--- config.mk ---
export PLATFORM = sky130hd
export DESIGN_NAME = softstart_survival_sequencer
export DESIGN_NICKNAME = d
export VERILOG_FILES = /design/src/design/softstart_survival_pkg.sv /design/src/design/softstart_survival_sequencer.sv
export SDC_FILE = /design/constraint.sdc
export NUM_CORES = 1
export LEC_CHECK = 0
export ABC_AREA = 1
export ABC_CLOCK_PERIOD_IN_PS = 2500
export BUFFER_PORTS_ARGS = -buffer_cell sky130_fd_sc_hd__buf_2
export CELL_PAD_IN_SITES_DETAIL_PLACEMENT = 2
export CELL_PAD_IN_SITES_GLOBAL_PLACEMENT = 2
export CORE_MARGIN = 3
export CORE_UTILIZATION = 36
export DETAILED_ROUTE_END_ITERATION = 16
export GPL_TIMING_DRIVEN = 0
export PLACE_DENSITY = 0.9
export REMOVE_ABC_BUFFERS = 1
export SLEW_MARGIN = 20
export SYNTH_ARGS = -nofsm -noshare
export SYNTH_HDL_FRONTEND = slang
export SYNTH_SLANG_ARGS = --single-unit
--- constraint.sdc ---
create_clock -name clock -period 2.5 [get_ports clock]
set_clock_uncertainty 0.15 [all_clocks]
set_input_delay 0.375 -clock clock [delete_from_list [all_inputs] [get_ports clock]]
set_output_delay 0.375 -clock clock [all_outputs]
set_load 0.01 [all_outputs]
--- src/design/softstart_survival_pkg.sv ---
// Constants for the soft-start and survival sequencer
package softstart_survival_pkg;
	localparam int CLOCK_HZ = 200_000_000;
	localparam int RUN_DELAY_NS = 2200;
	localparam int RUN_DELAY_CYCLES = (RUN_DELAY_NS * (CLOCK_HZ / 1_000_000) + 999) / 1000;
	localparam int TIMEOUT_US_X10 = 7000;
	localparam int TIMEOUT_CYCLES_DFLT = (TIMEOUT_US_X10 / 10) * (CLOCK_HZ / 1_000_000);
	localparam logic [2:0] FIRST_LEVEL_PULSES = 3'h5;
	localparam int CNT_W = 20;
	localparam logic [1:0] LIMIT_FIRST = 2'h0;
	localparam logic [1:0] LIMIT_SECOND = 2'h1;
	localparam logic [1:0] LIMIT_MAX = 2'h2;
	localparam logic [1:0] LIMIT_LOOP = 2'h3;
	typedef enum logic [2:0] {
		ST_IDLE = 3'b000,
		ST_WAKE = 3'b001,
		ST_SOFT = 3'b010,
		ST_NORMAL = 3'b011,
		ST_SURVIVE = 3'b100
	} seq_state_t;
endpackage

--- src/design/softstart_survival_sequencer.sv ---
// Soft-start peak-limit sequencer and supply survival regulator
`timescale 1ns/100ps
`default_nettype none
// Overview of operation
// - Wait 2.2us and supply good before pulsing
// - Soft-start limits first 0.2V then 0.5V
// - First level: no high-side below 0.28V sense
// - First five low-side pulses stay at first
// - Second level after 0.28V and five pulses
// - Force second level after 0.7ms timeout
// - Above 0.5V sense allow maximum level
// - Near target, loop lowers limit; soft-start ends
// - Survival regulator only while feedback stops
// - Survival: pulse below 13V, stop above
// - Survival threshold is turn-off plus margin
// - Feedback resumes: return to normal pulses
module softstart_survival_sequencer #(
	parameter int TIMEOUT_CYCLES = softstart_survival_pkg::TIMEOUT_CYCLES_DFLT
) (
	input  wire logic       clock,
	input  wire logic       rst_n,
	input  wire logic       clockEnable,
	input  wire logic       runLevel,
	input  wire logic       secondarySupplyGood,
	input  wire logic       auxSenseAbove028,
	input  wire logic       auxSenseAbove050,
	input  wire logic       nearRegulation,
	input  wire logic       supplyBelowSurvival,
	input  wire logic       feedbackStopRequest,
	input  wire logic       lowPulseRequest,
	input  wire logic       highPulseRequest,
	output logic [1:0]      peakLimitSelect,
	output logic            lowSideGatePulse,
	output logic            highSideGatePulse,
	output logic            softStartActive,
	output logic            survivalActive
);
	localparam int NF = 7;

	// ------------------------------------------------------------
	// Input synchronisers
	// ------------------------------------------------------------
	logic [NF-1:0] rawFlags;
	logic [NF-1:0] syncA_q;
	logic [NF-1:0] syncB_q;
	logic [NF-1:0] syncC_q;
	logic [NF-1:0] flags_q;

	assign rawFlags[6] = runLevel;
	assign rawFlags[5] = secondarySupplyGood;
	assign rawFlags[4] = auxSenseAbove028;
	assign rawFlags[3] = auxSenseAbove050;
	assign rawFlags[2] = nearRegulation;
	assign rawFlags[1] = supplyBelowSurvival;
	assign rawFlags[0] = feedbackStopRequest;

	// Three stages; only stage B reads stage A
	always_ff @(posedge clock or negedge rst_n) begin
		if (!rst_n) begin
			syncA_q <= '0;
			syncB_q <= '0;
			syncC_q <= '0;
		end else if (clockEnable) begin
			syncA_q <= rawFlags;
			syncB_q <= syncA_q;
			syncC_q <= syncB_q;
		end
	end

	// Stage B and C must agree before a change counts
	// Costs a cycle of latency but rejects single-cycle glitches
	always_ff @(posedge clock or negedge rst_n) begin
		if (!rst_n) begin
			flags_q <= '0;
		end else if (clockEnable) begin
			for (int i = 0; i < NF; i++) begin
				if (syncB_q[i] == syncC_q[i]) begin
					flags_q[i] <= syncC_q[i];
				end
			end
		end
	end

	// ------------------------------------------------------------
	// Filtered flags
	// ------------------------------------------------------------
	logic          runF;
	logic          supplyGoodF;
	logic          above028F;
	logic          above050F;
	logic          nearRegF;
	logic          belowSurvF;
	logic          fbStopF;

	assign runF = flags_q[6];
	assign supplyGoodF = flags_q[5];
	assign above028F = flags_q[4];
	assign above050F = flags_q[3];
	assign nearRegF = flags_q[2];
	assign belowSurvF = flags_q[1];
	assign fbStopF = flags_q[0];

	// ------------------------------------------------------------
	// Sequencer state
	// ------------------------------------------------------------
	softstart_survival_pkg::seq_state_t state_q;
	logic [softstart_survival_pkg::CNT_W-1:0] timer_q;
	logic [2:0] pulseCount_q;
	logic [1:0] limit_q;
	logic firstDone;
	logic timedOut;
	logic runDelayDone;

	assign firstDone = (pulseCount_q >= softstart_survival_pkg::FIRST_LEVEL_PULSES) && above028F;
	assign timedOut = (timer_q >= softstart_survival_pkg::CNT_W'(TIMEOUT_CYCLES - 1));
	assign runDelayDone = (timer_q >= softstart_survival_pkg::CNT_W'(softstart_survival_pkg::RUN_DELAY_CYCLES - 1));

	// ------------------------------------------------------------
	// State machine
	// ------------------------------------------------------------

	always_ff @(posedge clock or negedge rst_n) begin
		if (!rst_n) begin
			state_q <= softstart_survival_pkg::ST_IDLE;
		end else if (clockEnable) begin
			if (!runF) begin
				state_q <= softstart_survival_pkg::ST_IDLE;
			end else begin
				case (state_q)
					softstart_survival_pkg::ST_IDLE: begin
						state_q <= softstart_survival_pkg::ST_WAKE;
					end
					softstart_survival_pkg::ST_WAKE: begin
						if (runDelayDone && supplyGoodF) begin
							state_q <= softstart_survival_pkg::ST_SOFT;
						end
					end
					softstart_survival_pkg::ST_SOFT: begin
						if (limit_q == softstart_survival_pkg::LIMIT_MAX && nearRegF) begin
							state_q <= softstart_survival_pkg::ST_NORMAL;
						end
					end
					softstart_survival_pkg::ST_NORMAL: begin
						if (fbStopF) begin
							state_q <= softstart_survival_pkg::ST_SURVIVE;
						end
					end
					softstart_survival_pkg::ST_SURVIVE: begin
						if (!fbStopF) begin
							state_q <= softstart_survival_pkg::ST_NORMAL;
						end
					end
					default: begin
						state_q <= softstart_survival_pkg::ST_IDLE;
					end
				endcase
			end
		end
	end

	// ------------------------------------------------------------
	// Wake and timeout timer
	// ------------------------------------------------------------
	// Timer serves both the wake delay and the soft-start timeout
	always_ff @(posedge clock or negedge rst_n) begin
		if (!rst_n) begin
			timer_q <= '0;
		end else if (clockEnable) begin
			if (!runF || state_q == softstart_survival_pkg::ST_IDLE
					|| (state_q == softstart_survival_pkg::ST_WAKE && runDelayDone && supplyGoodF)) begin
				timer_q <= '0;
			end else if (state_q == softstart_survival_pkg::ST_WAKE) begin
				// Own stop point: the timeout may be shorter than the wake delay
				if (!runDelayDone) begin
					timer_q <= timer_q + 1'b1;
				end
			end else if (!timedOut) begin
				timer_q <= timer_q + 1'b1;
			end
		end
	end

	// ------------------------------------------------------------
	// Soft-start pulse counter
	// ------------------------------------------------------------
	// Saturating count of low-side pulses since soft-start began
	always_ff @(posedge clock or negedge rst_n) begin
		if (!rst_n) begin
			pulseCount_q <= '0;
		end else if (clockEnable) begin
			if (state_q != softstart_survival_pkg::ST_SOFT) begin
				pulseCount_q <= '0;
			end else if (lowSideGatePulse
					&& pulseCount_q < softstart_survival_pkg::FIRST_LEVEL_PULSES) begin
				pulseCount_q <= pulseCount_q + 1'b1;
			end
		end
	end

	// ------------------------------------------------------------
	// Peak-limit selection
	// ------------------------------------------------------------
	always_ff @(posedge clock or negedge rst_n) begin
		if (!rst_n) begin
			limit_q <= softstart_survival_pkg::LIMIT_FIRST;
		end else if (clockEnable) begin
			if (state_q == softstart_survival_pkg::ST_SOFT) begin
				if (limit_q == softstart_survival_pkg::LIMIT_FIRST) begin
					if (firstDone || timedOut) begin
						limit_q <= softstart_survival_pkg::LIMIT_SECOND;
					end
				end else if (above050F) begin
					limit_q <= softstart_survival_pkg::LIMIT_MAX;
				end
			end else if (state_q == softstart_survival_pkg::ST_NORMAL
					|| state_q == softstart_survival_pkg::ST_SURVIVE) begin
				limit_q <= softstart_survival_pkg::LIMIT_LOOP;
			end else begin
				limit_q <= softstart_survival_pkg::LIMIT_FIRST;
			end
		end
	end

	// ------------------------------------------------------------
	// Gate pulse outputs
	// ------------------------------------------------------------
	// Requests come from the same clock, so they bypass the synchronisers
	logic lowPulse_d;
	logic highPulse_d;

	always_comb begin
		lowPulse_d = 1'b0;
		highPulse_d = 1'b0;
		case (state_q)
			softstart_survival_pkg::ST_SOFT: begin
				lowPulse_d = lowPulseRequest;
				// High side held off at first level until sense is high enough
				highPulse_d = highPulseRequest
					&& !(limit_q == softstart_survival_pkg::LIMIT_FIRST && !above028F);
			end
			softstart_survival_pkg::ST_NORMAL: begin
				lowPulse_d = lowPulseRequest;
				highPulse_d = highPulseRequest;
			end
			softstart_survival_pkg::ST_SURVIVE: begin
				// Comparator already trips at turn-off level plus margin; no count cap
				lowPulse_d = belowSurvF;
				highPulse_d = 1'b0;
			end
			default: begin
				lowPulse_d = 1'b0;
				highPulse_d = 1'b0;
			end
		endcase
	end

	// ------------------------------------------------------------
	// Registered outputs
	// ------------------------------------------------------------
	// Registered so the gate driver never sees decode glitches
	always_ff @(posedge clock or negedge rst_n) begin
		if (!rst_n) begin
			lowSideGatePulse <= 1'b0;
		end else if (clockEnable) begin
			lowSideGatePulse <= lowPulse_d;
		end
	end

	always_ff @(posedge clock or negedge rst_n) begin
		if (!rst_n) begin
			highSideGatePulse <= 1'b0;
		end else if (clockEnable) begin
			highSideGatePulse <= highPulse_d;
		end
	end

	always_ff @(posedge clock or negedge rst_n) begin
		if (!rst_n) begin
			peakLimitSelect <= softstart_survival_pkg::LIMIT_FIRST;
		end else if (clockEnable) begin
			peakLimitSelect <= limit_q;
		end
	end

	always_ff @(posedge clock or negedge rst_n) begin
		if (!rst_n) begin
			softStartActive <= 1'b0;
		end else if (clockEnable) begin
			softStartActive <= (state_q == softstart_survival_pkg::ST_SOFT);
		end
	end

	always_ff @(posedge clock or negedge rst_n) begin
		if (!rst_n) begin
			survivalActive <= 1'b0;
		end else if (clockEnable) begin
			survivalActive <= (state_q == softstart_survival_pkg::ST_SURVIVE);
		end
	end
endmodule // softstart_survival_sequencer
`default_nettype wire

; After elaboration in Yosys (flattened, before gate mapping)
; Index checks and enable logic that the tools add are counted.
[op_classes]
n_reduce_logical = 30
magnitude_cmp = 4
mux = 19
eq_ne = 21
n_addsub = 2
[op_table]
columns = cell, count
row1 = $mux W20, 4
row2 = $mux W3, 7
row3 = $add A20 B1 Y20 const B, 1
row4 = $ge A20 B18 Y1 const B, 1
row5 = $ge A20 B9 Y1 const B, 1
row6 = $ne A3 B3 Y1 const B, 6
row7 = $reduce_and A2 Y1, 8
row8 = $pmux W3 S5, 1
row9 = $mux W2, 5
row10 = $logic_and A1 B1 Y1, 8
row11 = $eq A1 B1 Y1, 7
row12 = $eq A3 B2 Y1 const B, 2
row13 = $ne A3 B2 Y1 const B, 2
row14 = $reduce_and A3 Y1, 2
row15 = $reduce_and A5 Y1, 1
row16 = $logic_or A1 B1 Y1, 4
row17 = $pmux W1 S2, 2
row18 = $add A3 B1 Y3 const B, 1
row19 = $eq A3 B1 Y1 const B, 1
row20 = $eq A3 B3 Y1 const B, 1
row21 = $ge A3 B3 Y1 const B, 1
row22 = $logic_not A1 Y1, 3
row23 = $logic_not A3 Y1, 1
row24 = $lt A3 B3 Y1 const B, 1
row25 = other kinds (5), 5
[totals]
wordCells = 95
output_inout_bits = 6
in_bits = 12
ff_bits = 62

; Logic depth before layout (Yosys ltp)
[depth]
depth_word = 6
ltp_mapped = 15
depth_no_buf = 14

; Worst setup path after synthesis
; OpenSTA, ideal clock, no wires.
[synth_timing]
path_type = register to register
startpoint = reg timer_q[0] (netlist name)
endpoint = reg timer_q[2] (netlist name)
period_less_slack_ns = 1.849
t_required_ns = 2.233
path_slack_ns = 0.651
path_stages_with_launch = 16
arrival_ns = 1.582
setup_ns = 0.117
n_path_buf = 1
cell_sequence = dfrtp_1 > ha_1 > nand2_2 > nand2_1 > nand3_1 > nand2_1 > nand2_1 > nand2_2 > nand3_2 > nand2_4 > inv_2 > nand2_4 > nand2_4 > buf_6 > nand2_1 > nand2_1
[synth_between]
elab_chain_len = 6
[synth_rtl]
columns = item, line
row1 = start: declaration, softstart_survival_sequencer.sv:107  ; logic [softstart_survival_pkg::CNT_W-1:0] timer_q;
row2 = start signal: assignment, softstart_survival_sequencer.sv:175  ; timer_q <= timer_q + 1'b1;
row3 = start signal: assignment, softstart_survival_sequencer.sv:178  ; timer_q <= timer_q + 1'b1;
row4 = $ge A20 B9 Y1, softstart_survival_sequencer.sv:116  ; assign runDelayDone = (timer_q >= softstart_survival_pkg::CNT_W'(softstart_survival_pkg::RUN_DELAY_CYCLES - 1) ...
row5 = $logic_and A1 B1 Y1 (2 in a row), softstart_survival_sequencer.sv:170  ; || (state_q == softstart_survival_pkg::ST_WAKE && runDelayDone && supplyGoodF)) begin
row6 = $logic_or A1 B1 Y1, softstart_survival_sequencer.sv:170
row7 = $ne A3 B2 Y1 (no line) / $ne A3 B1 Y1 (equally long branches), --
row8 = $reduce_and A3 Y1 (no line), --
; Parallel ways exist; a longest one is shown, timed or not. The select of a mux whose other input is x is not followed.
; A chain may end at the register's enable or synchronous reset.

; Final worst setup path
[layout_timing]
startpoint = reg timer_q[1] (netlist name)
endpoint = reg timer_q[10] (netlist name)
; The elaborated chain is that of the path after synthesis.

==> results.json <==
{
  "cts-root-buf": "clkbuf_8",
  "wire_per_inst_um": 18.0,
  "final_cells": 573,
  "grt_pass1_vias": 3388,
  "die_w_um": 102,
  "r2r_setup_slack_ns": 0.27,
  "clk_latency_ns": 0.35,
  "cts_sinks": 62,
  "io_pins": 18,
  "yosys.area.top_type_share_pct": 47.1,
  "start_util_pct": 37.4,
  "power_leakage_nw": 1.83,
  "fp.coreArea_mm2": 0.00881,
  "layout_min_cycle_time_ns": 2.23,
  "num_vias": 3057,
  "ys_seq_area_share_pct": 47.1,
  "yosys_warnings": 0,
  "wl_um": 10300,
  "netlist_instances": 442,
  "first_pass_iters": 4,
  "holdPathEnd": "syncA_q[6]$_DFFE_PN0P_",
  "via_per_inst": 5.34,
  "overflow": 0,
  "row_count": 34,
  "hold_class": "in2reg",
  "critPathKind": "reg2reg",
  "worst_ep_required_time_ns": 2.63,
  "worst_pin_slew_ns": 0.663,
  "final-hold-violation-count": 0,
  "port_buffers": 17,
  "async_flop_share_pct": 100,
  "synth_cell_type_count": 32,
  "ys_ff_latch": 62,
  "drive_gt1_share_pct": 10.8,
  "cts_buffers": 9,
  "synth_flop_cell": "dfrtp_1",
  "synth_top_area_cell": "dfrtp_1",
  "synth_edf_count": 0,
  "synthTopCellsByArea": "dfrtp_1, nand2_1, nor2_1",
  "cts.clk_slew.worst_paths_ns": 0.09,
  "max_slew_margin_pct": 55.8,
  "grt_antenna_before_repair": 0,
  "synth_common_cells": "nand2_1, dfrtp_1, nor2_1, nand3_1, inv_1",
  "rsz0062_at_grt": "no",
  "rr_worst_depth": 13,
  "cts_tree": "built",
  "drtAntennaViolNets": 0,
  "startpoint": "timer_q[1]$_DFFE_PN0P_",
  "yosysMostFrequentCell": "nand2_1",
  "n_fill_cell": 1023,
  "syn_area_mm2": 0.00329,
  "critPathMaxFanout": 21,
  "grt_max_degree": 55,
  "ir_drop_mv": 0.397,
  "grt_pass1_wl_um": 17600,
  "dieHeight_um": 102,
  "cap_viol_max_count": 0,
  "period_share_pct": 89.2,
  "routabilityCongestion": 0.845,
  "p_total_mw": 2.15,
  "whs_path_depth": 3,
  "drt_first_iter_violations": 96,
  "clock_path_buffers": 2,
  "dp.cells": 555,
  "dpl_cell_area_mm2": 0.00347,
  "nets": 475,
  "min-delay-start": "runLevel",
  "r2r_end": "timer_q[10]$_DFFE_PN0P_",
  "final_max_slew_viol_count": 0,
  "antenna_cells": 0,
  "track_usage_pct": 21.8,
  "drc": 0,
  "postLayoutCellArea_mm2": 0.00371,
  "cp-end-kind": "register",
  "area_delta_synth_final_pct": 12.5,
  "startpoint_type": "register",
  "htreeDepth": 3,
  "fmax_mhz": 448,
  "setup-violations-final": 0,
  "die-area_mm2": 0.0103,
  "outcome": "finished clean",
  "syn_avg_cell_area_um2": 7.45,
  "r2r-start": "timer_q[1]$_DFFE_PN0P_",
  "hpwl_um": 6670,
  "whs_ns": 0.0733,
  "power_density_mw_per_mm2": 579,
  "arrival_ns": 2.36
}
==> worst max-delay path, cell delays in order, from the launching register on <==
cell	delay [ns]
dfrtp_1	0.43
ha_2	0.26
nand2_2	0.08
nor2_2	0.21
nand3_1	0.15
nand2_1	0.09
nand2_1	0.07
nand2_1	0.08
nand2_1	0.07
nand2_2	0.11
nand2_8	0.14
nand2_8	0.17
nand2_1	0.08
nand2_1	0.07
==> where the power goes <==
part           total [mW]  internal (mW)  switching [mW]  leakage [nW]
clock network       0.849          0.374           0.475        0.0946
logic               0.178         0.0535           0.124         0.909
registers            1.12           1.06          0.0553         0.823
==> cell type report <==
type                    count  area, um2  area share (%)
flip-flops and latches     62       1550            41.9
inverters                  33        129            3.48
clock inverters             7       57.6            1.55
repair buffers             20        128            3.44
well taps                 108        135            3.64
multi-input cells         334       1580            42.7
clock buffers               9        124            3.34
==> repair_timing <==
item                                    4_1_cts  5_1_grt
pin swaps                                     0        0
hold buffers                                  1        0
setup buffers                                 0        1
endpoints found under the hold margin        27        0
gates resized for setup                       6        2
endpoints found under the setup margin       54       18
==> registers in the layout, summed over array words and instances, names as in the netlist <==
signal and cells:
survivalActive 1, state_q 3, flags_q 7, peakLimitSelect 2, pulseCount_q 3, lowSideGatePulse 1, syncC_q 7, syncB_q 7
limit_q 2, highSideGatePulse 1, timer_q 20, softStartActive 1, syncA_q 7
==> cells in the final DEF, fill, tap and decap left out, types with 3 or more instances in the layout <==
cell type	instances
nor3_1	6
buf_4	3
o21ai_0	19
clkinv_4	4
o211ai_1	3
nand2_1	161
inv_1	31
buf_2	15
dfrtp_1	61
a21oi_1	3
nand2_2	3
nand2_8	3
inv_6	3
nor2_2	3
nor2_1	59
nand4_1	6
nand3_1	39
xor2_1	14
clkbuf_8	9
==> layer usage <==
layer,up-vias,part of all wire [%],global-route usage [%],routed length [um]
met5,-,0,0,0
met4,0,2.0,8.08,210
met3,19,2.5,3.65,261
met2,50,52,37.2,5390
met1,1552,43,27.8,4430
li1,1436,-,-,-
==> how the worst max path moves through the flow <==
stage	end	slack, ns	depth (start not counted)
floorplan	timer_q[2]$_DFFE_PN0P_	0.55	14
global placement	state_q[2]$_DFFE_PN0P_	-1.20	6
detailed placement	state_q[2]$_DFFE_PN0P_	-1.30	6
CTS	timer_q[10]$_DFFE_PN0P_	0.05	14
global route	timer_q[10]$_DFFE_PN0P_	0.07	13
finish	timer_q[10]$_DFFE_PN0P_	0.27	13
==> logic make-up after synthesis <==
family,share of synthesized area (%)
AND/OR/NAND/NOR,36.3
flip-flops,47.1
buffers and inverters,5.77
AO/OA/AOI/OAI,5.47
XOR/XNOR,4.25
adder cells (fa/ha/maj),1.14
==> stage by stage <==
stage | setup slack, ns | TNS, ns | util [%]
final | 0.270 | 0 | 42.1
after global routing | 0.0726 | 0 | 42.1
after CTS | 0.0479 | 0 | 41.9
after detailed placement | -1.30 | -23.74 | 39.4
after global placement | -1.20 | -19.17 | 39.2
after floorplan | 0.553 | 0 | -
Power figures use the tool's default switching activity.
